===== src/hw/sbfc_regs.svh =====
// register offsets, field positions, reset values and timing counts of the serial bridge
`ifndef SBFC_REGS_SVH
`define SBFC_REGS_SVH

// ------------------------------------------------------------------
// clock and bit timing
// ------------------------------------------------------------------
`define SBFC_CLK_HZ        100000000
`define SBFC_BAUD_DEF      115200
`define SBFC_BAUD_MIN      9600
`define SBFC_BAUD_MAX      921600
`define SBFC_DIV_DEF       (`SBFC_CLK_HZ / `SBFC_BAUD_DEF)
`define SBFC_DIV_MAX       (`SBFC_CLK_HZ / `SBFC_BAUD_MIN)
`define SBFC_DIV_MIN       (`SBFC_CLK_HZ / `SBFC_BAUD_MAX)

// ------------------------------------------------------------------
// register byte offsets
// ------------------------------------------------------------------
`define SBFC_OFS_CTRL      8'h00
`define SBFC_OFS_DIV       8'h04
`define SBFC_OFS_STATUS    8'h08
`define SBFC_OFS_USB_TX    8'h0C
`define SBFC_OFS_USB_RX    8'h10
`define SBFC_OFS_NET_TX    8'h14
`define SBFC_OFS_NET_RX    8'h18

// ------------------------------------------------------------------
// field positions and reset values
// ------------------------------------------------------------------
`define SBFC_CTRL_CTS_OUT  0
`define SBFC_CTRL_RTS_IN   1
`define SBFC_CTRL_NET      2
`define SBFC_CTRL_RST      3'h0
`define SBFC_ST_FULL       5
`define SBFC_ST_TXBUSY     6
`define SBFC_ST_TXPEND     7
`define SBFC_ST_OVR        8
`define SBFC_ST_LINK       9
`define SBFC_RX_VALID      8
`define SBFC_RXQ_DEPTH     16

`endif


===== src/hw/sbfc_pkg.sv =====
// types shared by the serial bridge modules
package sbfc_pkg;

  // handshake mode, derived from the two enable bits
  typedef enum logic [3:0] {
    SBFC_HS_OFF  = 4'h1,
    SBFC_HS_OUT  = 4'h2,
    SBFC_HS_IN   = 4'h4,
    SBFC_HS_FULL = 4'h8
  } sbfc_mode_e;

  // bit engine states, shared by transmitter and receiver
  typedef enum logic [3:0] {
    SBFC_BIT_IDLE  = 4'h1,
    SBFC_BIT_START = 4'h2,
    SBFC_BIT_DATA  = 4'h4,
    SBFC_BIT_STOP  = 4'h8
  } sbfc_bit_e;

  // software control word
  typedef struct packed {
    logic net_open;
    logic rts_in_en;
    logic cts_out_en;
  } sbfc_ctrl_s;

  // received byte handed to the buffer
  typedef struct packed {
    logic       valid;
    logic [7:0] data;
  } sbfc_byte_s;

endpackage


===== src/hw/sbfc_bridge.sv =====
// serial bridge with hardware flow control, registers on apb
//
// Contract
// - reset gives 115200 baud, 8N1, both handshake directions off.
// - divisor accepts 9600 to 921600 baud; each handshake line enabled alone.
// - with output handshake on, deassert clear-to-send while receive buffer full.
// - with input handshake on, start no byte while request-to-send deasserted.
// - a byte already started always completes; target takes one more.
// - disabled mode: clear-to-send undriven, request-to-send ignored, send freely.
// - output-only mode: drive clear-to-send from buffer level, ignore request-to-send.
// - input-only mode: clear-to-send undriven, send only while request-to-send asserted.
// - full mode: drive clear-to-send and gate sending on request-to-send.
// - every target byte goes to active host, every host byte to target; code drops target bytes when full, host writes when a byte pends.
// - one host channel at a time; open network blocks usb both ways.
//
// Register access over APB and the placing of the registers were decided locally.
`timescale 1ns/1ps
module sbfc_bridge
  import sbfc_pkg::*;
(
  // clock and reset
  input  wire logic        pclk,
  input  wire logic        presetn,
  // apb slave
  input  wire logic        psel,
  input  wire logic        penable,
  input  wire logic        pwrite,
  input  wire logic [7:0]  paddr,
  input  wire logic [31:0] pwdata,
  output logic [31:0]      prdata,
  output logic             pready,
  output logic             pslverr,
  // target link
  input  wire logic        link_enable,
  input  wire logic        tgt_txd,
  output logic             tgt_rxd,
  input  wire logic        tgt_rts_n,
  output logic             tgt_cts_n,
  output logic             tgt_cts_oe
);
  `include "sbfc_regs.svh"

  localparam int DEPTH = `SBFC_RXQ_DEPTH;

  // ------------------------------------------------------------------
  // state
  // ------------------------------------------------------------------
  sbfc_ctrl_s  ctrl_reg, ctrl_next;
  logic [15:0] div_reg, div_next;
  logic [31:0] prdata_reg, prdata_next;
  logic        pready_reg, pready_next;
  logic        pslverr_reg, pslverr_next;
  logic [7:0]  q_mem [DEPTH];
  logic [4:0]  wr_reg, wr_next;
  logic [4:0]  rd_reg, rd_next;
  logic        ovr_reg, ovr_next;
  logic [7:0]  txb_reg, txb_next;
  logic        txp_reg, txp_next;
  logic        cts_n_reg, cts_n_next;
  logic        cts_oe_reg, cts_oe_next;

  // ------------------------------------------------------------------
  // derived signals
  // ------------------------------------------------------------------
  sbfc_mode_e  mode;
  sbfc_byte_s  rx_byte;
  logic [4:0]  q_cnt;
  logic        q_full;
  logic        q_empty;
  logic        tx_busy;
  logic        tx_start;
  logic        rts_ok;
  logic        push;
  logic        pop;
  logic        acc_done;
  logic        wr_acc;
  logic        rd_acc;
  logic [15:0] wdiv;

  assign q_cnt    = wr_reg - rd_reg;
  assign q_full   = (q_cnt == 5'(DEPTH));
  assign q_empty  = (q_cnt == 5'h00);
  assign acc_done = psel & penable & pready_reg;
  assign wr_acc   = acc_done & pwrite & ~pslverr_reg;
  assign rd_acc   = acc_done & ~pwrite & ~pslverr_reg;
  assign wdiv     = pwdata[15:0];

  // mode decode from the two independent enables
  always_comb begin
    case ({ctrl_reg.rts_in_en, ctrl_reg.cts_out_en})
      2'b01:   mode = SBFC_HS_OUT;
      2'b10:   mode = SBFC_HS_IN;
      2'b11:   mode = SBFC_HS_FULL;
      default: mode = SBFC_HS_OFF;
    endcase
  end

  // ------------------------------------------------------------------
  // bit engines
  // ------------------------------------------------------------------
  sbfc_uart_tx u_tx (
    .pclk    (pclk),
    .presetn (presetn),
    .div     (div_reg),
    .start   (tx_start),
    .data    (txb_reg),
    .busy    (tx_busy),
    .txd     (tgt_rxd)
  );

  sbfc_uart_rx u_rx (
    .pclk    (pclk),
    .presetn (presetn),
    .div     (div_reg),
    .rxd     (tgt_txd),
    .rx_byte (rx_byte)
  );

  // ------------------------------------------------------------------
  // transmit gating toward the target
  // ------------------------------------------------------------------
  // request-to-send is only looked at when a new frame would start, so a
  // late deassertion never cuts a frame in half
  always_comb begin
    case (mode)
      SBFC_HS_IN, SBFC_HS_FULL: rts_ok = ~tgt_rts_n;
      default:                  rts_ok = 1'b1;
    endcase
  end

  assign tx_start = txp_reg & ~tx_busy & link_enable & rts_ok;

  // ------------------------------------------------------------------
  // receive buffer from the target
  // ------------------------------------------------------------------
  // a byte arriving while full is dropped and flagged; with output
  // handshake on this needs a target that ignores clear-to-send
  assign push = rx_byte.valid & link_enable & ~q_full;
  assign pop  = rd_acc & ~q_empty
              & (((paddr == `SBFC_OFS_USB_RX) & ~ctrl_reg.net_open)
              |  ((paddr == `SBFC_OFS_NET_RX) &  ctrl_reg.net_open));

  always_comb begin
    wr_next  = push ? wr_reg + 5'h01 : wr_reg;
    rd_next  = pop  ? rd_reg + 5'h01 : rd_reg;
    ovr_next = ovr_reg;
    if (wr_acc && paddr == `SBFC_OFS_STATUS && pwdata[`SBFC_ST_OVR]) begin
      ovr_next = 1'b0;
    end
    if (rx_byte.valid && link_enable && q_full) begin
      ovr_next = 1'b1;                                 // set wins over clear
    end
  end

  // storage only; pointers reset elsewhere
  always_ff @(posedge pclk) begin
    if (push) begin
      q_mem[wr_reg[3:0]] <= rx_byte.data;
    end
  end

  always_ff @(posedge pclk or negedge presetn) begin
    if (!presetn) begin
      wr_reg  <= 5'h00;
      rd_reg  <= 5'h00;
      ovr_reg <= 1'b0;
    end else begin
      wr_reg  <= wr_next;
      rd_reg  <= rd_next;
      ovr_reg <= ovr_next;
    end
  end

  // ------------------------------------------------------------------
  // clear-to-send toward the target
  // ------------------------------------------------------------------
  always_comb begin
    case (mode)
      SBFC_HS_OUT, SBFC_HS_FULL: begin
        cts_oe_next = 1'b1;
        cts_n_next  = q_full;
      end
      default: begin
        cts_oe_next = 1'b0;
        cts_n_next  = 1'b1;
      end
    endcase
  end

  always_ff @(posedge pclk or negedge presetn) begin
    if (!presetn) begin
      cts_oe_reg <= 1'b0;
      cts_n_reg  <= 1'b1;
    end else begin
      cts_oe_reg <= cts_oe_next;
      cts_n_reg  <= cts_n_next;
    end
  end

  // ------------------------------------------------------------------
  // host transmit holding byte
  // ------------------------------------------------------------------
  always_comb begin
    txb_next = txb_reg;
    txp_next = txp_reg & ~tx_start;
    if (wr_acc && !txp_reg &&
        (((paddr == `SBFC_OFS_USB_TX) && !ctrl_reg.net_open) ||
         ((paddr == `SBFC_OFS_NET_TX) &&  ctrl_reg.net_open))) begin
      txb_next = pwdata[7:0];
      txp_next = 1'b1;
    end
  end

  always_ff @(posedge pclk or negedge presetn) begin
    if (!presetn) begin
      txb_reg <= 8'h00;
      txp_reg <= 1'b0;
    end else begin
      txb_reg <= txb_next;
      txp_reg <= txp_next;
    end
  end

  // ------------------------------------------------------------------
  // control registers
  // ------------------------------------------------------------------
  // divisor writes outside the supported baud range are ignored
  always_comb begin
    ctrl_next = ctrl_reg;
    div_next  = div_reg;
    if (wr_acc && paddr == `SBFC_OFS_CTRL) begin
      ctrl_next.cts_out_en = pwdata[`SBFC_CTRL_CTS_OUT];
      ctrl_next.rts_in_en  = pwdata[`SBFC_CTRL_RTS_IN];
      ctrl_next.net_open   = pwdata[`SBFC_CTRL_NET];
    end
    if (wr_acc && paddr == `SBFC_OFS_DIV &&
        wdiv >= 16'(`SBFC_DIV_MIN) && wdiv <= 16'(`SBFC_DIV_MAX)) begin
      div_next = wdiv;
    end
  end

  always_ff @(posedge pclk or negedge presetn) begin
    if (!presetn) begin
      ctrl_reg <= `SBFC_CTRL_RST;
      div_reg  <= 16'(`SBFC_DIV_DEF);
    end else begin
      ctrl_reg <= ctrl_next;
      div_reg  <= div_next;
    end
  end

  // ------------------------------------------------------------------
  // apb answer: one wait state, data and error latched in the first
  // access cycle so they stand while pready is high
  // ------------------------------------------------------------------
  always_comb begin
    pready_next  = psel & penable & ~pready_reg;
    prdata_next  = prdata_reg;
    pslverr_next = pslverr_reg;
    if (psel && penable && !pready_reg) begin
      prdata_next  = 32'h0000_0000;
      pslverr_next = 1'b0;
      case (paddr)
        `SBFC_OFS_CTRL: prdata_next[2:0] = ctrl_reg;
        `SBFC_OFS_DIV:  prdata_next[15:0] = div_reg;
        `SBFC_OFS_STATUS: begin
          prdata_next[4:0]              = q_cnt;
          prdata_next[`SBFC_ST_FULL]    = q_full;
          prdata_next[`SBFC_ST_TXBUSY]  = tx_busy;
          prdata_next[`SBFC_ST_TXPEND]  = txp_reg;
          prdata_next[`SBFC_ST_OVR]     = ovr_reg;
          prdata_next[`SBFC_ST_LINK]    = link_enable;
        end
        `SBFC_OFS_USB_TX: pslverr_next = ctrl_reg.net_open | ~pwrite;
        `SBFC_OFS_NET_TX: pslverr_next = ~ctrl_reg.net_open | ~pwrite;
        `SBFC_OFS_USB_RX: begin
          pslverr_next = ctrl_reg.net_open | pwrite;
          prdata_next[`SBFC_RX_VALID] = ~q_empty;
          prdata_next[7:0]            = q_mem[rd_reg[3:0]];
        end
        `SBFC_OFS_NET_RX: begin
          pslverr_next = ~ctrl_reg.net_open | pwrite;
          prdata_next[`SBFC_RX_VALID] = ~q_empty;
          prdata_next[7:0]            = q_mem[rd_reg[3:0]];
        end
        default: pslverr_next = 1'b1;
      endcase
    end
  end

  always_ff @(posedge pclk or negedge presetn) begin
    if (!presetn) begin
      pready_reg  <= 1'b0;
      prdata_reg  <= 32'h0000_0000;
      pslverr_reg <= 1'b0;
    end else begin
      pready_reg  <= pready_next;
      prdata_reg  <= prdata_next;
      pslverr_reg <= pslverr_next;
    end
  end

  // ------------------------------------------------------------------
  // outputs
  // ------------------------------------------------------------------
  assign prdata     = prdata_reg;
  assign pready     = pready_reg;
  assign pslverr    = pslverr_reg;
  assign tgt_cts_n  = cts_n_reg;
  assign tgt_cts_oe = cts_oe_reg;
endmodule


===== src/hw/sbfc_uart_tx.sv =====
// 8N1 transmitter toward the target
`timescale 1ns/1ps
module sbfc_uart_tx
  import sbfc_pkg::*;
(
  // clock and reset
  input  wire logic        pclk,
  input  wire logic        presetn,
  // control
  input  wire logic [15:0] div,
  input  wire logic        start,
  input  wire logic [7:0]  data,
  // status and line
  output logic             busy,
  output logic             txd
);
  sbfc_bit_e   st_reg, st_next;
  logic [15:0] cnt_reg, cnt_next;
  logic [2:0]  bit_reg, bit_next;
  logic [7:0]  sh_reg, sh_next;
  logic        txd_reg, txd_next;

  assign busy = (st_reg != SBFC_BIT_IDLE);
  assign txd  = txd_reg;

  // start low, eight bits lsb first, stop high
  always_comb begin
    st_next  = st_reg;
    cnt_next = cnt_reg;
    bit_next = bit_reg;
    sh_next  = sh_reg;
    txd_next = txd_reg;
    case (st_reg)
      SBFC_BIT_IDLE: begin
        txd_next = 1'b1;
        if (start) begin
          sh_next  = data;
          cnt_next = div - 16'h0001;
          txd_next = 1'b0;
          st_next  = SBFC_BIT_START;
        end
      end
      SBFC_BIT_START, SBFC_BIT_DATA: begin
        if (cnt_reg != 16'h0000) begin
          cnt_next = cnt_reg - 16'h0001;
        end else begin
          cnt_next = div - 16'h0001;
          if (st_reg == SBFC_BIT_START) begin
            bit_next = 3'h0;
            st_next  = SBFC_BIT_DATA;
            txd_next = sh_reg[0];
            sh_next  = {1'b0, sh_reg[7:1]};
          end else if (bit_reg == 3'h7) begin
            st_next  = SBFC_BIT_STOP;
            txd_next = 1'b1;
          end else begin
            bit_next = bit_reg + 3'h1;
            txd_next = sh_reg[0];
            sh_next  = {1'b0, sh_reg[7:1]};
          end
        end
      end
      SBFC_BIT_STOP: begin
        if (cnt_reg != 16'h0000) begin
          cnt_next = cnt_reg - 16'h0001;
        end else begin
          st_next = SBFC_BIT_IDLE;
        end
      end
      default: st_next = SBFC_BIT_IDLE;
    endcase
  end

  always_ff @(posedge pclk or negedge presetn) begin
    if (!presetn) begin
      st_reg  <= SBFC_BIT_IDLE;
      cnt_reg <= 16'h0000;
      bit_reg <= 3'h0;
      sh_reg  <= 8'h00;
      txd_reg <= 1'b1;
    end else begin
      st_reg  <= st_next;
      cnt_reg <= cnt_next;
      bit_reg <= bit_next;
      sh_reg  <= sh_next;
      txd_reg <= txd_next;
    end
  end
endmodule


===== src/hw/sbfc_uart_rx.sv =====
// 8N1 receiver from the target
`timescale 1ns/1ps
module sbfc_uart_rx
  import sbfc_pkg::*;
(
  // clock and reset
  input  wire logic        pclk,
  input  wire logic        presetn,
  // control and line
  input  wire logic [15:0] div,
  input  wire logic        rxd,
  // received byte, valid for one cycle
  output sbfc_pkg::sbfc_byte_s rx_byte
);
  sbfc_bit_e   st_reg, st_next;
  logic [15:0] cnt_reg, cnt_next;
  logic [2:0]  bit_reg, bit_next;
  logic [7:0]  sh_reg, sh_next;
  sbfc_byte_s  out_reg, out_next;

  assign rx_byte = out_reg;

  // sample at mid bit; a bad stop bit drops the byte
  always_comb begin
    st_next  = st_reg;
    cnt_next = cnt_reg;
    bit_next = bit_reg;
    sh_next  = sh_reg;
    out_next = '{valid: 1'b0, data: out_reg.data};
    case (st_reg)
      SBFC_BIT_IDLE: begin
        if (!rxd) begin
          cnt_next = {1'b0, div[15:1]};
          st_next  = SBFC_BIT_START;
        end
      end
      SBFC_BIT_START: begin
        if (cnt_reg != 16'h0000) begin
          cnt_next = cnt_reg - 16'h0001;
        end else if (rxd) begin
          st_next = SBFC_BIT_IDLE;            // glitch, not a start bit
        end else begin
          cnt_next = div - 16'h0001;
          bit_next = 3'h0;
          st_next  = SBFC_BIT_DATA;
        end
      end
      SBFC_BIT_DATA: begin
        if (cnt_reg != 16'h0000) begin
          cnt_next = cnt_reg - 16'h0001;
        end else begin
          cnt_next = div - 16'h0001;
          sh_next  = {rxd, sh_reg[7:1]};
          bit_next = bit_reg + 3'h1;
          if (bit_reg == 3'h7) begin
            st_next = SBFC_BIT_STOP;
          end
        end
      end
      SBFC_BIT_STOP: begin
        if (cnt_reg != 16'h0000) begin
          cnt_next = cnt_reg - 16'h0001;
        end else begin
          out_next = '{valid: rxd, data: sh_reg};
          st_next  = SBFC_BIT_IDLE;
        end
      end
      default: st_next = SBFC_BIT_IDLE;
    endcase
  end

  always_ff @(posedge pclk or negedge presetn) begin
    if (!presetn) begin
      st_reg  <= SBFC_BIT_IDLE;
      cnt_reg <= 16'h0000;
      bit_reg <= 3'h0;
      sh_reg  <= 8'h00;
      out_reg <= '0;
    end else begin
      st_reg  <= st_next;
      cnt_reg <= cnt_next;
      bit_reg <= bit_next;
      sh_reg  <= sh_next;
      out_reg <= out_next;
    end
  end
endmodule


===== config.mk =====
export PLATFORM = sky130hd
export DESIGN_NAME = sbfc_bridge
export DESIGN_NICKNAME = d
export VERILOG_FILES = /design/src/hw/sbfc_pkg.sv /design/src/hw/sbfc_bridge.sv /design/src/hw/sbfc_uart_tx.sv /design/src/hw/sbfc_uart_rx.sv
export VERILOG_INCLUDE_DIRS = /design/src /design/src/hw
export SDC_FILE = /design/constraint.sdc
export NUM_CORES = 1
export LEC_CHECK = 0
export ABC_CLOCK_PERIOD_IN_PS = 8700
export BUFFER_PORTS_ARGS = -buffer_cell sky130_fd_sc_hd__buf_2
export CORE_ASPECT_RATIO = 0.8
export CORE_MARGIN = 5
export CORE_UTILIZATION = 35
export CTS_CLUSTER_DIAMETER = 120
export DETAILED_ROUTE_END_ITERATION = 10
export PLACE_DENSITY = 0.51
export SYNTH_ARGS = -nofsm -noshare
export SYNTH_HDL_FRONTEND = slang
export SYNTH_HIERARCHICAL = 1
export SYNTH_SLANG_ARGS = --single-unit

===== constraint.sdc =====
create_clock -name pclk -period 8.7 [get_ports pclk]
set_input_delay 1.74 -clock pclk [delete_from_list [all_inputs] [get_ports pclk]]
set_output_delay 1.74 -clock pclk [all_outputs]
set_load 0.05 [all_outputs]

==> impl_results.html, run 1 <==
<table>
<tr><th>Metric</th><th>Value</th></tr>
<tr><th colspan="2">Status</th></tr>
<tr><td>Result of the run</td><td>completed</td></tr>
<tr><th colspan="2">GRT</th></tr>
<tr><td>Vias in the first global route</td><td>8423</td></tr>
<tr><td>Wire length of the first global-routing pass</td><td>51.7 mm</td></tr>
<tr><td>Grt met3 use</td><td>0.0289</td></tr>
<tr><td>GRT Util Overall</td><td>0.161</td></tr>
<tr><td>Met1 Resource Use GR</td><td>0.259</td></tr>
<tr><td>Top Usage Layer GRT</td><td>met1</td></tr>
<tr><td>Met2 routing resource usage after global routing</td><td>0.228</td></tr>
<tr><td>Initial antenna violation count</td><td>0</td></tr>
<tr><td>Largest net degree at the start of global routing</td><td>74</td></tr>
<tr><td>Final global-route overflow total</td><td>0</td></tr>
<tr><th colspan="2">STA</th></tr>
<tr><td>Transition time of the tightest slew-check pin</td><td>1.06 ns</td></tr>
<tr><td>Setup repair after global routing missed its margin</td><td>false</td></tr>
<tr><td>Number of setup violations in the final report</td><td>0</td></tr>
<tr><td>Max Fclk</td><td>0.249 GHz</td></tr>
<tr><td>Final total negative setup slack</td><td>0 ns</td></tr>
<tr><td>Slew Viols, Final</td><td>0</td></tr>
<tr><td>Fraction of the cycle the final worst path needs</td><td>0.462</td></tr>
<tr><td>Minimum clock period after layout</td><td>4.02 ns</td></tr>
<tr><td>Slew headroom</td><td>0.291</td></tr>
<tr><td>Max Clock Skew</td><td>0.0252 ns</td></tr>
<tr><td>Number of failing hold endpoints at the final stage</td><td>0</td></tr>
<tr><th colspan="2">Worst hold path</th></tr>
<tr><td>Hold wc startpoint</td><td>ctrl_reg[0]</td></tr>
<tr><td>Destination of the worst hold path</td><td>tgt_cts_oe</td></tr>
<tr><td>Cell depth of the worst min-delay path</td><td>0</td></tr>
<tr><td>Hold Crit Class</td><td>reg2reg</td></tr>
<tr><th colspan="2">Worst setup path</th></tr>
<tr><td>Worst reg2reg path endpoint</td><td>q_mem[14][0]</td></tr>
<tr><td>Crit-path max FO</td><td>21</td></tr>
<tr><td>Critical path class</td><td>in2reg</td></tr>
<tr><td>R2r startpoint</td><td>rd_reg[1]</td></tr>
<tr><td>Critical Path Sink Type</td><td>register</td></tr>
<tr><td>Register-to-register path setup slack</td><td>4.71 ns</td></tr>
<tr><td>CP startpoint kind</td><td>input port</td></tr>
<tr><td>Arrival time of data at the critical path endpoint</td><td>4.43 ns</td></tr>
<tr><td>Worst reg-to-reg path cell count</td><td>8</td></tr>
<tr><td>Worst EP required</td><td>9.11 ns</td></tr>
<tr><th colspan="2">Logic synthesis</th></tr>
<tr><td>Most frequent cell after synthesis</td><td>sky130_fd_sc_hd__edfxtp_1</td></tr>
<tr><td>Syn Std Cell Area</td><td>0.0128 mm2</td></tr>
<tr><td>Cell type with the highest aggregate area in the netlist</td><td>sky130_fd_sc_hd__edfxtp_1</td></tr>
<tr><td>Distinct cell type count after synthesis</td><td>88</td></tr>
<tr><td>Primary FF master, synth</td><td>sky130_fd_sc_hd__edfxtp_1</td></tr>
<tr><td>Number of enable-type register cells in the synthesized netlist</td><td>128</td></tr>
<tr><td>Syn Inst Count</td><td>1027</td></tr>
<tr><td>Synthesized-area fraction occupied by adder cells</td><td>0.0182</td></tr>
<tr><td>FF+latch count, synth</td><td>259</td></tr>
<tr><td>Avg Cell Area, Syn</td><td>12.5 um2</td></tr>
<tr><td>Top post-synthesis cells by area</td><td>sky130_fd_sc_hd__edfxtp_1 30%, sky130_fd_sc_hd__dfrtp_1 24%, sky130_fd_sc_hd__mux4_2 5.5%</td></tr>
<tr><td>Synth Area in Simple Gates</td><td>0.139</td></tr>
<tr><td>Post-synthesis share of cell area spent on xor and xnor gates</td><td>0.0294</td></tr>
<tr><td>Share of cell area taken by muxes after synthesis</td><td>0.116</td></tr>
<tr><td>Combinational family with the most area after synthesis</td><td>simple AND/OR/NAND/NOR gates</td></tr>
<tr><td>Area share of the leading cell type in the synthesized netlist</td><td>0.300</td></tr>
<tr><td>Sequential cell area fraction in the yosys report</td><td>0.557</td></tr>
<tr><td>Share of flip-flops with an asynchronous set or reset</td><td>0.506</td></tr>
<tr><td>Cell types with the highest counts after synthesis</td><td>128 x sky130_fd_sc_hd__edfxtp_1, 122 x sky130_fd_sc_hd__dfrtp_1, 66 x sky130_fd_sc_hd__nor2_1, 60 x sky130_fd_sc_hd__nand2_1, 50 x sky130_fd_sc_hd__a21oi_1</td></tr>
<tr><td>YS warnings</td><td>6</td></tr>
<tr><td>Compound-gate portion of the synthesized area</td><td>0.104</td></tr>
<tr><th colspan="2">Route</th></tr>
<tr><td>Vias</td><td>8526</td></tr>
<tr><td>Number of antenna-violating nets in the routed design</td><td>0</td></tr>
<tr><td>Routed length per instance</td><td>21.0 um</td></tr>
<tr><td>Drt total wl</td><td>33.0 mm</td></tr>
<tr><td>Number of iterations in the first detailed-routing pass</td><td>5</td></tr>
<tr><td>Via-to-Cell Ratio</td><td>5.43</td></tr>
<tr><td>Initial DRC Count</td><td>795</td></tr>
<tr><td>DRC</td><td>0</td></tr>
<tr><th colspan="2">Power and ir drop</th></tr>
<tr><td>Sw Share</td><td>0.221</td></tr>
<tr><td>Share of total power in combinational logic</td><td>0.035</td></tr>
<tr><td>Pwr per Cell Area</td><td>176 mW/mm2</td></tr>
<tr><td>Proportion of power drawn by the clock network</td><td>0.457</td></tr>
<tr><td>Power Internal</td><td>1970 uW</td></tr>
<tr><td>Sequential share of power</td><td>0.508</td></tr>
<tr><td>Leakage power total</td><td>0.00583 uW</td></tr>
<tr><td>Maximum vdd ir drop</td><td>144 uV</td></tr>
<tr><td>Psw</td><td>560 uW</td></tr>
<tr><th colspan="2">Clocking</th></tr>
<tr><td>Buffer depth of the longest clock path</td><td>3</td></tr>
<tr><td>Insertion delay to the later sink of the worst-skew pair</td><td>0.55 ns</td></tr>
<tr><td>Clock tree from TritonCTS</td><td>built</td></tr>
<tr><td>Clock buffers created by TritonCTS</td><td>27</td></tr>
<tr><td>Clock Root Buffer</td><td>sky130_fd_sc_hd__clkbuf_16</td></tr>
<tr><td>Number of buffers inserted for hold repair after clock tree synthesis</td><td>0</td></tr>
<tr><td>Count of buffers added by post-CTS timing repair for setup</td><td>0</td></tr>
<tr><td>Htree depth</td><td>1</td></tr>
<tr><td>Clk slew on worst S/H paths</td><td>0.06 ns</td></tr>
<tr><td>Cts repair resizes</td><td>0</td></tr>
<tr><td>Number of sinks on the clock net</td><td>259</td></tr>
<tr><th colspan="2">Final layout</th></tr>
<tr><td>Proportion of layout cells with a drive suffix above 1</td><td>0.211</td></tr>
<tr><td>Net total in the final layout</td><td>1135</td></tr>
<tr><td>Number of flip-flops in the largest register</td><td>128</td></tr>
<tr><td>Growth of design area from synthesis to finish</td><td>12.2%</td></tr>
<tr><td>Fraction of the core area covered by cells at the end of the flow</td><td>0.399</td></tr>
<tr><th colspan="2">Place</th></tr>
<tr><td>Post-detailed-placement half-perimeter wirelength</td><td>22.6 mm</td></tr>
<tr><td>Placer's final routability congestion estimate</td><td>0.848</td></tr>
<tr><td>Count of input and output buffers</td><td>52</td></tr>
<tr><th colspan="2">Floorplan</th></tr>
<tr><td>Area of the core</td><td>0.0360 mm2</td></tr>
<tr><td>Overall die area</td><td>0.0405 mm2</td></tr>
<tr><td>Chip Width</td><td>224 um</td></tr>
<tr><td>Top-Level Pins</td><td>85</td></tr>
<tr><td>Cell row count</td><td>62</td></tr>
<tr><td>Starting utilization of the core area</td><td>0.356</td></tr>
<tr><td>Vertical die dimension</td><td>181 um</td></tr>
<tr><th colspan="2">Run</th></tr>
<tr><td>Number of max-capacitance violations reported</td><td>0</td></tr>
</table>
[layout make-up]
type | count | area (um2)
clock inverters | 13 | 119
diodes | 1 | 2.50
flip-flops and latches | 259 | 7130
inverters | 29 | 109
repair buffers | 65 | 364
well taps | 480 | 601
multi-input cells | 687 | 5280
clock buffers | 37 | 763
fillers | 3462 | 21600
[logic make-up (layout without fill, tap and decap cells)]
kind of cell    count (synthesis)  after routing
mux                           100            100
buf+inv                        96            144
fa+ha+maj                      18             18
simple gates                  312            312
xor+xnor                       43             43
compound gates                198            198
other cells                     1             17
flops                         259            259
[worst max-delay path by stage]
stage	cells past startpoint	start	endpoint	slack, ns
3_5_place_dp	8	tgt_txd	u_rx/cnt_reg[1]	4.14
4_1_cts	8	tgt_txd	u_rx/cnt_reg[1]	4.73
6_report	8	tgt_txd	u_rx/cnt_reg[1]	4.68
3_3_place_gp	8	tgt_txd	u_rx/cnt_reg[1]	4.12
2_1_floorplan	6	paddr[1]	div_reg[10]	5.08
5_1_grt	8	rd_reg[1]	q_mem[14][7]	4.45
[per-layer routing]
metal  vias to the layer above  wire (um)
met5                         -          0
met2                       212      13700
met3                        33       1950
li1                       3967          -
met4                         0        523
met1                      4314      16800
[per-stage QoR]
| step | power (uW) | instance area [um2] | instances | hold slack [ns] | setup slack (ns) |
|---|---|---|---|---|---|
| 2_1_floorplan | 1360 | 12900 | 1042 | 0.415 | 5.08 |
| 3_3_place_gp | 1400 | 13500 | 1520 | 0.429 | 4.12 |
| 3_5_place_dp | 1400 | 13500 | 1520 | 0.434 | 4.14 |
| 4_1_cts | 2570 | 14400 | 1570 | 0.448 | 4.73 |
| 5_1_grt | 2620 | 14400 | 1570 | 0.458 | 4.45 |
| 6_report | 2530 | 14400 | 1571 | 0.442 | 4.68 |
[worst max-delay path: stages]
cell and delay, ns:
sky130_fd_sc_hd__buf_2 0.13, sky130_fd_sc_hd__or3b_2 0.43, sky130_fd_sc_hd__a21oi_1 0.14, sky130_fd_sc_hd__nor2_1 0.08, sky130_fd_sc_hd__o22ai_1 0.77, sky130_fd_sc_hd__inv_1 0.61, sky130_fd_sc_hd__a2111oi_0 0.44, sky130_fd_sc_hd__a21oi_1 0.07
[power by group through the flow]
stage,clock network (uW),logic (uW),registers [uW]
final,1160,88.4,1290
after global routing,1240,95.3,1290
after CTS,1200,89.5,1290
after detailed placement,0,89.4,1310
after global placement,0,88.8,1310
after floorplan,0,39.0,1330
[cell usage in the layout (no fill, tap or decap), types with 11 or more instances in the layout]
| cell | netlist | layout |
|---|---|---|
| sky130_fd_sc_hd__mux2i_1 | 14 | 14 |
| sky130_fd_sc_hd__mux2_2 | 46 | 46 |
| sky130_fd_sc_hd__a21oi_1 | 50 | 50 |
| sky130_fd_sc_hd__o21ai_0 | 49 | 49 |
| sky130_fd_sc_hd__nand3_1 | 23 | 23 |
| sky130_fd_sc_hd__nand2_1 | 60 | 60 |
| sky130_fd_sc_hd__ha_1 | 17 | 17 |
| sky130_fd_sc_hd__and3_1 | 21 | 21 |
| sky130_fd_sc_hd__dfrtp_1 | 122 | 121 |
| sky130_fd_sc_hd__nor3_1 | 40 | 40 |
| sky130_fd_sc_hd__xor2_1 | 21 | 21 |
| sky130_fd_sc_hd__inv_1 | 29 | 29 |
| sky130_fd_sc_hd__clkbuf_16 | 0 | 27 |
| sky130_fd_sc_hd__nor2_1 | 66 | 66 |
| sky130_fd_sc_hd__edfxtp_1 | 128 | 128 |
| sky130_fd_sc_hd__xnor2_1 | 22 | 22 |
| sky130_fd_sc_hd__or4_1 | 14 | 14 |
| sky130_fd_sc_hd__mux4_2 | 31 | 31 |
| sky130_fd_sc_hd__a22o_1 | 11 | 11 |
| sky130_fd_sc_hd__buf_2 | 11 | 51 |
| sky130_fd_sc_hd__conb_1 | 1 | 16 |
| sky130_fd_sc_hd__buf_4 | 19 | 13 |
(Power assumes the default switching activity.)
==> run 2, diff against run 1 <==
--- a/config.mk
+++ b/config.mk
@@ -6,14 +6,15 @@
 export SDC_FILE = /design/constraint.sdc
 export NUM_CORES = 1
 export LEC_CHECK = 0
-export ABC_CLOCK_PERIOD_IN_PS = 8700
+export ABC_AREA = 1
+export ABC_CLOCK_PERIOD_IN_PS = 3500
 export BUFFER_PORTS_ARGS = -buffer_cell sky130_fd_sc_hd__buf_2
 export CORE_ASPECT_RATIO = 0.8
 export CORE_MARGIN = 5
 export CORE_UTILIZATION = 35
 export CTS_CLUSTER_DIAMETER = 120
 export DETAILED_ROUTE_END_ITERATION = 10
-export PLACE_DENSITY = 0.51
+export PLACE_DENSITY = 0.53
 export SYNTH_ARGS = -nofsm -noshare
 export SYNTH_HDL_FRONTEND = slang
 export SYNTH_HIERARCHICAL = 1
==> constraint.sdc (replaced) <==
create_clock -name pclk -period 3.5 [get_ports pclk]
set_input_delay 0.7 -clock pclk [delete_from_list [all_inputs] [get_ports pclk]]
set_output_delay 0.7 -clock pclk [all_outputs]
set_load 0.05 [all_outputs]
==> impl_results.html, run 2 <==
<table>
<tr><th>Metric</th><th>Value</th></tr>
<tr><th colspan="2">Final layout</th></tr>
<tr><td>Number of standard cells in the final layout excluding fillers</td><td>2436 (+55%)</td></tr>
<tr><td># diodes</td><td>0 (-1)</td></tr>
<tr><td>Number of flip-flops in the largest register</td><td>128 (unchanged)</td></tr>
<tr><td>Most common cell after layout, fill and taps aside</td><td>sky130_fd_sc_hd__nand2_1</td></tr>
<tr><td>Net total in the final layout</td><td>1935 (+70%)</td></tr>
<tr><td>Multi-input gate area in the final layout</td><td>0.00611 mm2 (+16%)</td></tr>
<tr><td>Leading cell types in the layout, fill and taps excluded</td><td>660 x sky130_fd_sc_hd__nand2_1, 194 x sky130_fd_sc_hd__inv_1, 174 x sky130_fd_sc_hd__nor2_1, 168 x sky130_fd_sc_hd__nand3_1, 128 x sky130_fd_sc_hd__edfxtp_1</td></tr>
<tr><td>Filler cell count in the final layout</td><td>4156 (+20%)</td></tr>
<tr><td>Proportion of layout cells with a drive suffix above 1</td><td>0.112 (-0.0995)</td></tr>
<tr><td>Growth of design area from synthesis to finish</td><td>11.7%</td></tr>
<tr><td>Register area</td><td>0.00713 mm2 (unchanged)</td></tr>
<tr><th colspan="2">Route</th></tr>
<tr><td>Routed length per instance</td><td>15.7 um (-25%)</td></tr>
<tr><td>Vias</td><td>11600 (+36%)</td></tr>
<tr><td>Number of iterations in the first detailed-routing pass</td><td>5 (unchanged)</td></tr>
<tr><td>Via-to-Cell Ratio</td><td>4.78 (-12%)</td></tr>
<tr><td>Initial DRC Count</td><td>903 (+14%)</td></tr>
<tr><td>DRC</td><td>0 (unchanged)</td></tr>
<tr><td>Number of antenna-violating nets in the routed design</td><td>0 (unchanged)</td></tr>
<tr><td>Drt total wl</td><td>38.2 mm (+16%)</td></tr>
<tr><th colspan="2">STA</th></tr>
<tr><td>Max Clock Skew</td><td>0.0187 ns (-0.00647 ns)</td></tr>
<tr><td>Setup repair after global routing missed its margin</td><td>false</td></tr>
<tr><td>Number of setup violations in the final report</td><td>0 (unchanged)</td></tr>
<tr><td>Worst-case hold slack</td><td>0.211 ns (-0.231 ns)</td></tr>
<tr><td>Max Fclk</td><td>0.340 GHz</td></tr>
<tr><td>Slew headroom</td><td>0.416 (+0.125)</td></tr>
<tr><td>Fraction of the cycle the final worst path needs</td><td>0.840</td></tr>
<tr><td>Number of failing hold endpoints at the final stage</td><td>0 (unchanged)</td></tr>
<tr><td>Final total negative setup slack</td><td>0 ns (unchanged)</td></tr>
<tr><td>Minimum clock period after layout</td><td>2.94 ns</td></tr>
<tr><td>Slew Viols, Final</td><td>0 (unchanged)</td></tr>
<tr><td>Setup WS post-layout</td><td>0.561 ns (-4.12 ns)</td></tr>
<tr><td>Transition time of the tightest slew-check pin</td><td>0.876 ns (-0.180 ns)</td></tr>
<tr><th colspan="2">Logic synthesis</th></tr>
<tr><td>Distinct cell type count after synthesis</td><td>50 (-43%)</td></tr>
<tr><td>Cell type with the highest aggregate area in the netlist</td><td>sky130_fd_sc_hd__edfxtp_1</td></tr>
<tr><td>Most frequent cell after synthesis</td><td>sky130_fd_sc_hd__nand2_1</td></tr>
<tr><td>Syn Inst Count</td><td>1819 (+77%)</td></tr>
<tr><td>Primary FF master, synth</td><td>sky130_fd_sc_hd__edfxtp_1</td></tr>
<tr><td>Share of flip-flops with an asynchronous set or reset</td><td>0.506 (unchanged)</td></tr>
<tr><td>Cell types with the highest counts after synthesis</td><td>660 x sky130_fd_sc_hd__nand2_1, 195 x sky130_fd_sc_hd__inv_1, 174 x sky130_fd_sc_hd__nor2_1, 168 x sky130_fd_sc_hd__nand3_1, 128 x sky130_fd_sc_hd__edfxtp_1</td></tr>
<tr><td>FF+latch count, synth</td><td>259 (unchanged)</td></tr>
<tr><td>YS warnings</td><td>6 (unchanged)</td></tr>
<tr><td>Syn Std Cell Area</td><td>0.0144 mm2 (+13%)</td></tr>
<tr><td>Top post-synthesis cells by area</td><td>sky130_fd_sc_hd__edfxtp_1 27%, sky130_fd_sc_hd__dfrtp_1 21%, sky130_fd_sc_hd__nand2_1 17%</td></tr>
<tr><td>Number of enable-type register cells in the synthesized netlist</td><td>128 (unchanged)</td></tr>
<tr><td>Area share of the leading cell type in the synthesized netlist</td><td>0.267 (-0.0335)</td></tr>
<tr><td>Avg Cell Area, Syn</td><td>7.92 um2 (-36%)</td></tr>
<tr><td>Sequential cell area fraction in the yosys report</td><td>0.495 (-0.0621)</td></tr>
<tr><th colspan="2">Worst setup path</th></tr>
<tr><td>Critical path buffers and inverters</td><td>4 (+2)</td></tr>
<tr><td>R2r startpoint</td><td>wr_reg[0]</td></tr>
<tr><td>Cells traversed along the worst timing path</td><td>inv_1 -&gt; ha_1 -&gt; inv_1 -&gt; fa_1 -&gt; nand3_1 -&gt; nand3_1 -&gt; nand2_1 -&gt; nor2_1 -&gt; inv_2 -&gt; nand2_2 -&gt; buf_4 -&gt; nor2_1</td></tr>
<tr><td>Worst reg2reg path endpoint</td><td>q_mem[5][5]</td></tr>
<tr><td>Critical path depth in cells</td><td>12 (+4)</td></tr>
<tr><td>Worst reg-to-reg path cell count</td><td>12 (+4)</td></tr>
<tr><td>Worst setup path end</td><td>q_mem[5][5]</td></tr>
<tr><td>Critical Path Sink Type</td><td>register</td></tr>
<tr><td>Arrival time of data at the critical path endpoint</td><td>3.14 ns (-1.29 ns)</td></tr>
<tr><td>Critical path class</td><td>reg2reg</td></tr>
<tr><td>Crit-path max FO</td><td>8 (-62%)</td></tr>
<tr><td>Register-to-register path setup slack</td><td>0.56 ns (-4.15 ns)</td></tr>
<tr><td>Start point of the critical path</td><td>wr_reg[0]</td></tr>
<tr><td>Top delay family on crit path</td><td>simple AND/OR/NAND/NOR gates</td></tr>
<tr><td>Critical-path top delay cell</td><td>sky130_fd_sc_hd__nor2_1</td></tr>
<tr><td>Stage delay of the slowest cell on the critical path</td><td>0.59 ns (-0.18 ns)</td></tr>
<tr><td>Worst EP required</td><td>3.70 ns (-5.41 ns)</td></tr>
<tr><td>CP startpoint kind</td><td>register</td></tr>
<tr><th colspan="2">GRT</th></tr>
<tr><td>Vias in the first global route</td><td>10900 (+29%)</td></tr>
<tr><td>GRT Util Overall</td><td>0.166 (+0.00498)</td></tr>
<tr><td>Largest net degree at the start of global routing</td><td>86 (+16%)</td></tr>
<tr><td>Final global-route overflow total</td><td>0 (unchanged)</td></tr>
<tr><td>Initial antenna violation count</td><td>1 (+1)</td></tr>
<tr><td>Wire length of the first global-routing pass</td><td>61.0 mm (+18%)</td></tr>
<tr><th colspan="2">Floorplan</th></tr>
<tr><td>Vertical die dimension</td><td>192 um (+5.8%)</td></tr>
<tr><td>Cell row count</td><td>66 (+6.5%)</td></tr>
<tr><td>Starting utilization of the core area</td><td>0.354 (-0.00176)</td></tr>
<tr><td>Chip Width</td><td>237 um (+5.8%)</td></tr>
<tr><td>Overall die area</td><td>0.0454 mm2 (+12%)</td></tr>
<tr><td>Top-Level Pins</td><td>85 (unchanged)</td></tr>
<tr><td>Area of the core</td><td>0.0407 mm2 (+13%)</td></tr>
<tr><th colspan="2">Place</th></tr>
<tr><td>Setup slack after placement</td><td>0.571 ns (-3.57 ns)</td></tr>
<tr><td>Placer's final routability congestion estimate</td><td>0.853 (+0.55%)</td></tr>
<tr><td>Placed insts</td><td>2382 (+57%)</td></tr>
<tr><td>Post-detailed-placement half-perimeter wirelength</td><td>26.6 mm (+18%)</td></tr>
<tr><td>Count of input and output buffers</td><td>52 (unchanged)</td></tr>
<tr><th colspan="2">Worst hold path</th></tr>
<tr><td>Hold Crit Class</td><td>in2async</td></tr>
<tr><th colspan="2">Clocking</th></tr>
<tr><td>Number of buffers inserted for hold repair after clock tree synthesis</td><td>0 (unchanged)</td></tr>
<tr><td>Buffer depth of the longest clock path</td><td>3 (unchanged)</td></tr>
<tr><td>Clk slew on worst S/H paths</td><td>0.06 ns (about the same)</td></tr>
<tr><td>Count of buffers added by post-CTS timing repair for setup</td><td>0 (unchanged)</td></tr>
<tr><td>Clock buffers created by TritonCTS</td><td>29 (+7.4%)</td></tr>
<tr><td>Number of sinks on the clock net</td><td>259 (unchanged)</td></tr>
<tr><td>Cts repair resizes</td><td>0 (unchanged)</td></tr>
<tr><td>Clock Root Buffer</td><td>sky130_fd_sc_hd__clkbuf_16</td></tr>
<tr><td>Insertion delay to the later sink of the worst-skew pair</td><td>0.57 ns (+0.02 ns)</td></tr>
<tr><td>Clock tree from TritonCTS</td><td>built</td></tr>
<tr><td>Htree depth</td><td>1 (unchanged)</td></tr>
<tr><th colspan="2">Power and ir drop</th></tr>
<tr><td>Maximum vdd ir drop</td><td>342 uV (+140%)</td></tr>
<tr><td>Sum of internal, switching and leakage power</td><td>9560 uW (+280%)</td></tr>
<tr><td>Pwr per Cell Area</td><td>594 mW/mm2 (+240%)</td></tr>
<tr><td>Leakage power total</td><td>0.00781 uW (+34%)</td></tr>
<tr><th colspan="2">Run</th></tr>
<tr><td>Number of max-capacitance violations reported</td><td>0 (unchanged)</td></tr>
<tr><th colspan="2">Status</th></tr>
<tr><td>Result of the run</td><td>completed</td></tr>
</table>
[run 2: changes by cell type after synthesis, moves of 20 or more]
cell / change
sky130_fd_sc_hd__nor3_1: -35
sky130_fd_sc_hd__and3_1: -20
sky130_fd_sc_hd__inv_1: +166
sky130_fd_sc_hd__a21oi_1: -22
sky130_fd_sc_hd__mux4_2: -31
sky130_fd_sc_hd__o21ai_1: +23
sky130_fd_sc_hd__nor2_1: +108
sky130_fd_sc_hd__mux2_2: -46
sky130_fd_sc_hd__nand2_1: +600
sky130_fd_sc_hd__nand3_1: +145
sky130_fd_sc_hd__clkbuf_1: -24
[run 2: area by class of cell]
class,instances,share of cell area
Clock buffer,41,0.0510
Clock inverter,13,0.00832
Inverter,212,0.0502
Multi-Input combinational cell,1300,0.380
Sequential cell,259,0.443
Tap cell,544,0.0423
Timing Repair Buffer,67,0.0251
[run 2: worst reg2reg max path: cells and delay by family, from the launching register on]
kind	cells	cell delay (ns)
flip-flops	1	0.42
AND/OR/NAND/NOR	6	1.07
adder cells (fa/ha/maj)	2	0.59
buffers and inverters	4	0.47
[run 2: cell families (layout without fill, tap and decap cells)]
group                    after synthesis  after routing  share of synthesized area
AND/OR/NAND/NOR                     1094           1094                      0.330
buffers and inverters                275            333                     0.0850
flip-flops                           259            259                      0.495
AO/OA/AOI/OAI                        142            142                     0.0558
XOR/XNOR                              30             30                     0.0182
adder cells (fa/ha/maj)               18             18                     0.0161
other                                  1             16                   0.000260
[run 2: power by group]
part / internal (uW) / switching, uW
Clock: 1790 / 1270
Sequential: 3450 / 279
Combinational: 840 / 1930
Total: 6080 / 3480
[run 2: how the worst min path moves through the flow]
stage / start / endpoint / slack (ns) / cells after the start
2_1_floorplan: presetn / ctrl_reg[0] / 0.40 / 0
3_3_place_gp: u_rx/sh_reg[0] / u_rx/rx_byte[0] / 0.46 / 2
3_5_place_dp: u_rx/sh_reg[0] / u_rx/rx_byte[0] / 0.46 / 2
4_1_cts: presetn / u_tx/sh_reg[5] / 0.23 / 1
5_1_grt: presetn / u_tx/sh_reg[6] / 0.26 / 1
6_report: presetn / u_tx/sh_reg[6] / 0.21 / 1
[run 2: layer usage]
layer	wire, um	global-route usage
met1	20100	0.262
met2	15500	0.241
met3	1900	0.0254
met4	701	0.0315
met5	0	0
[run 2: per-stage QoR]
step | instance area (um2) | util
after CTS | 16100 | 0.395
after detailed placement | 15100 | 0.372
final | 16100 | 0.395
after floorplan | 14500 | -
after global routing | 16100 | 0.395
after global placement | 15100 | 0.372
==> run 3, diff against run 2 <==
--- a/config.mk
+++ b/config.mk
@@ -7,14 +7,14 @@
 export NUM_CORES = 1
 export LEC_CHECK = 0
 export ABC_AREA = 1
-export ABC_CLOCK_PERIOD_IN_PS = 3500
+export ABC_CLOCK_PERIOD_IN_PS = 2800
 export BUFFER_PORTS_ARGS = -buffer_cell sky130_fd_sc_hd__buf_2
 export CORE_ASPECT_RATIO = 0.8
 export CORE_MARGIN = 5
 export CORE_UTILIZATION = 35
 export CTS_CLUSTER_DIAMETER = 120
 export DETAILED_ROUTE_END_ITERATION = 10
-export PLACE_DENSITY = 0.53
+export PLACE_DENSITY = 0.51
 export SYNTH_ARGS = -nofsm -noshare
 export SYNTH_HDL_FRONTEND = slang
 export SYNTH_HIERARCHICAL = 1
==> constraint.sdc (replaced) <==
create_clock -name pclk -period 2.8 [get_ports pclk]
set_input_delay 0.56 -clock pclk [delete_from_list [all_inputs] [get_ports pclk]]
set_output_delay 0.56 -clock pclk [all_outputs]
set_load 0.05 [all_outputs]
==> impl_results.html, run 3 (synthesized netlist as in run 2, its figures left out) <==
<table>
<tr><th>Metric</th><th>Value</th></tr>
<tr><th colspan="2">GRT</th></tr>
<tr><td>Met2 routing resource usage after global routing</td><td>0.243 (+0.00198)</td></tr>
<tr><td>Grt met3 use</td><td>0.0228 (-0.00260)</td></tr>
<tr><td>Initial antenna violation count</td><td>0 (-1)</td></tr>
<tr><td>Largest net degree at the start of global routing</td><td>68 (-21%)</td></tr>
<tr><td>Met1 Resource Use GR</td><td>0.272 (+0.0101)</td></tr>
<tr><td>Vias in the first global route</td><td>10900 (+0.50%)</td></tr>
<tr><td>GRT Util Overall</td><td>0.169 (+0.00319)</td></tr>
<tr><td>Wire length of the first global-routing pass</td><td>61.7 mm (+1.1%)</td></tr>
<tr><td>Top Usage Layer GRT</td><td>met1</td></tr>
<tr><td>Final global-route overflow total</td><td>0 (unchanged)</td></tr>
<tr><th colspan="2">Final layout</th></tr>
<tr><td>Most common cell after layout, fill and taps aside</td><td>sky130_fd_sc_hd__nand2_1</td></tr>
<tr><td>Multi-input gate area in the final layout</td><td>0.00613 mm2 (+0.37%)</td></tr>
<tr><td>Growth of design area from synthesis to finish</td><td>12.0%</td></tr>
<tr><td>Filler cell count in the final layout</td><td>4188 (+0.77%)</td></tr>
<tr><td>Number of standard cells in the final layout excluding fillers</td><td>2442 (+0.25%)</td></tr>
<tr><td>Leading cell types in the layout, fill and taps excluded</td><td>660 x sky130_fd_sc_hd__nand2_1, 194 x sky130_fd_sc_hd__inv_1, 168 x sky130_fd_sc_hd__nand3_1, 165 x sky130_fd_sc_hd__nor2_1, 128 x sky130_fd_sc_hd__edfxtp_1</td></tr>
<tr><td>Number of flip-flops in the largest register</td><td>128 (unchanged)</td></tr>
<tr><td># diodes</td><td>0 (unchanged)</td></tr>
<tr><td>Finished Cell Area</td><td>0.0161 mm2 (+0.29%)</td></tr>
<tr><td>Register area</td><td>0.00713 mm2 (unchanged)</td></tr>
<tr><td>Net total in the final layout</td><td>1942 (+0.36%)</td></tr>
<tr><td>Proportion of layout cells with a drive suffix above 1</td><td>0.117 (+0.00597)</td></tr>
<tr><th colspan="2">Route</th></tr>
<tr><td>Number of iterations in the first detailed-routing pass</td><td>5 (unchanged)</td></tr>
<tr><td>Via-to-Cell Ratio</td><td>4.74 (-0.86%)</td></tr>
<tr><td>Initial DRC Count</td><td>969 (+7.3%)</td></tr>
<tr><td>DRC</td><td>0 (unchanged)</td></tr>
<tr><td>Vias</td><td>11600 (-0.62%)</td></tr>
<tr><td>Drt total wl</td><td>38.9 mm (+1.9%)</td></tr>
<tr><td>Number of antenna-violating nets in the routed design</td><td>0 (unchanged)</td></tr>
<tr><td>Routed length per instance</td><td>15.9 um (+1.6%)</td></tr>
<tr><th colspan="2">STA</th></tr>
<tr><td>Fraction of the cycle the final worst path needs</td><td>0.960 (+0.120)</td></tr>
<tr><td>Final total negative setup slack</td><td>0 ns (unchanged)</td></tr>
<tr><td>Minimum clock period after layout</td><td>2.69 ns (-0.251 ns)</td></tr>
<tr><td>Setup repair after global routing missed its margin</td><td>true</td></tr>
<tr><td>Number of setup violations in the final report</td><td>0 (unchanged)</td></tr>
<tr><td>Slew Viols, Final</td><td>0 (unchanged)</td></tr>
<tr><td>Setup WS post-layout</td><td>0.112 ns (-0.449 ns)</td></tr>
<tr><td>Max Fclk</td><td>0.372 GHz (+9.3%)</td></tr>
<tr><td>Slew headroom</td><td>0.425 (+0.00912)</td></tr>
<tr><td>Max Clock Skew</td><td>0.0242 ns (+0.00548 ns)</td></tr>
<tr><td>Worst-case hold slack</td><td>0.213 ns (+0.00268 ns)</td></tr>
<tr><td>Transition time of the tightest slew-check pin</td><td>0.863 ns (-0.0127 ns)</td></tr>
<tr><td>Number of failing hold endpoints at the final stage</td><td>0 (unchanged)</td></tr>
<tr><th colspan="2">Clocking</th></tr>
<tr><td>Clock Root Buffer</td><td>sky130_fd_sc_hd__clkbuf_16</td></tr>
<tr><td>Count of buffers added by post-CTS timing repair for setup</td><td>0 (unchanged)</td></tr>
<tr><td>Buffer depth of the longest clock path</td><td>3 (unchanged)</td></tr>
<tr><td>Clock buffers created by TritonCTS</td><td>28 (-3.4%)</td></tr>
<tr><td>Clk slew on worst S/H paths</td><td>0.06 ns (about the same)</td></tr>
<tr><td>Htree depth</td><td>1 (unchanged)</td></tr>
<tr><td>Clock tree from TritonCTS</td><td>built</td></tr>
<tr><td>Number of sinks on the clock net</td><td>259 (unchanged)</td></tr>
<tr><td>Insertion delay to the later sink of the worst-skew pair</td><td>0.58 ns (about the same)</td></tr>
<tr><th colspan="2">Worst setup path</th></tr>
<tr><td>Critical Path Sink Type</td><td>register</td></tr>
<tr><td>Worst EP required</td><td>2.99 ns (-0.71 ns)</td></tr>
<tr><td>Critical path class</td><td>reg2reg</td></tr>
<tr><td>CP startpoint kind</td><td>register</td></tr>
<tr><td>Crit-path max FO</td><td>23 (+15)</td></tr>
<tr><td>Arrival time of data at the critical path endpoint</td><td>2.88 ns (-0.26 ns)</td></tr>
<tr><th colspan="2">Floorplan</th></tr>
<tr><td>Area of the core</td><td>0.0407 mm2 (unchanged)</td></tr>
<tr><td>Chip Width</td><td>237 um (unchanged)</td></tr>
<tr><td>Cell row count</td><td>66 (unchanged)</td></tr>
<tr><td>Overall die area</td><td>0.0454 mm2 (unchanged)</td></tr>
<tr><td>Top-Level Pins</td><td>85 (unchanged)</td></tr>
<tr><td>Vertical die dimension</td><td>192 um (unchanged)</td></tr>
<tr><td>Starting utilization of the core area</td><td>0.354 (unchanged)</td></tr>
<tr><th colspan="2">Status</th></tr>
<tr><td>Result of the run</td><td>completed</td></tr>
<tr><th colspan="2">Power and ir drop</th></tr>
<tr><td>Psw</td><td>4340 uW (+25%)</td></tr>
<tr><td>Proportion of power drawn by the clock network</td><td>0.311 (-0.008)</td></tr>
<tr><td>Leakage power total</td><td>0.00782 uW (+0.20%)</td></tr>
<tr><td>Pwr per Cell Area</td><td>733 mW/mm2 (+24%)</td></tr>
<tr><td>Sw Share</td><td>0.366 (+0.00264)</td></tr>
<tr><td>Maximum vdd ir drop</td><td>538 uV (+57%)</td></tr>
<tr><td>Share of total power in combinational logic</td><td>0.296 (+0.006)</td></tr>
<tr><td>Sequential share of power</td><td>0.394 (+0.003)</td></tr>
<tr><td>Power Internal</td><td>7500 uW (+23%)</td></tr>
<tr><th colspan="2">Place</th></tr>
<tr><td>Area of placed instances</td><td>0.0152 mm2 (+0.35%)</td></tr>
<tr><td>Placer's final routability congestion estimate</td><td>0.866 (+1.5%)</td></tr>
<tr><td>Post-detailed-placement half-perimeter wirelength</td><td>27.6 mm (+3.8%)</td></tr>
<tr><td>Count of input and output buffers</td><td>52 (unchanged)</td></tr>
<tr><td>Setup slack after placement</td><td>0.0673 ns (-0.503 ns)</td></tr>
<tr><td>Placed insts</td><td>2389 (+0.29%)</td></tr>
<tr><th colspan="2">Worst hold path</th></tr>
<tr><td>Hold Crit Class</td><td>in2reg</td></tr>
<tr><th colspan="2">Run</th></tr>
<tr><td>Number of max-capacitance violations reported</td><td>0 (unchanged)</td></tr>
</table>
-- run 3: cell count changes in the layout (fill, tap and decap cells not counted), sizes merged --
cell and change:
buf +7, bufinv +1, clkbuf -11, clkinv +8, clkinvlp +1, dlygate4sd3 +1
inv -1
-- run 3: layer usage --
metal,wire length (um),share of wire,vias to the layer above
met4,548,0.014,0
met3,1710,0.044,35
met2,15800,0.41,230
li1,-,-,5875
met1,20900,0.54,5423
met5,0,0,-
-- run 3: power by group through the flow --
| stage | Sequential (uW) | Clock, uW | Combinational (uW) |
|---|---|---|---|
| 2_1_floorplan | 4720 | 0 | 2810 |
| 3_3_place_gp | 4720 | 0 | 3460 |
| 3_5_place_dp | 4720 | 0 | 3490 |
| 4_1_cts | 4660 | 3780 | 3510 |
| 5_1_grt | 4710 | 3960 | 3950 |
| 6_report | 4660 | 3680 | 3500 |
-- run 3: area by class of cell --
class,instances,share of cell area
inverter,212,0.0501
clock buffer,30,0.0439
sequential,259,0.442
timing repair buffer,75,0.0289
tap,544,0.0422
clock inverter,22,0.0129
multi-input combinational,1300,0.380
-- run 3: repair_timing --
item | 4_1_cts | 5_1_grt
hold buffers | 1 | 0
hold endpoints to repair | 37 | 0
setup endpoints to repair | 0 | 128
gates resized for setup | 0 | 9
-- run 3: path summary, 6_finish.rpt --
kind / from / endpoint / slack [ns] / cells past startpoint
worst min register to register: prdata[14] / prdata[14] / 0.48 / 2
worst min-delay path: pwdata[8] / div_reg[8] / 0.21 / 3
min in group asynchronous: presetn / u_tx/sh_reg[6] / 0.49 / 2
worst max-delay path: wr_reg[0] / q_mem[15][7] / 0.11 / 12
worst max register to register: wr_reg[0] / q_mem[15][7] / 0.11 / 12
max in group asynchronous: presetn / div_reg[9] / 1.57 / 3
-- run 3: critical path, stage by stage, from the launching register on --
cell                      delay, ns
sky130_fd_sc_hd__dfrtp_1       0.41
sky130_fd_sc_hd__inv_1         0.09
sky130_fd_sc_hd__ha_1          0.14
sky130_fd_sc_hd__inv_1         0.07
sky130_fd_sc_hd__fa_1          0.40
sky130_fd_sc_hd__nand3_1       0.11
sky130_fd_sc_hd__nand3_1       0.08
sky130_fd_sc_hd__nand2_1       0.11
sky130_fd_sc_hd__nor2_1        0.07
sky130_fd_sc_hd__inv_2         0.06
sky130_fd_sc_hd__nand2_2       0.06
sky130_fd_sc_hd__buf_12        0.17
sky130_fd_sc_hd__nor2_1        0.51
-- run 3: stage by stage --
step	power (uW)	utilization
final	11800	0.396
after global routing	12600	0.396
after floorplan	7530	-
after CTS	11900	0.396
after detailed placement	8220	0.373
after global placement	8190	0.373
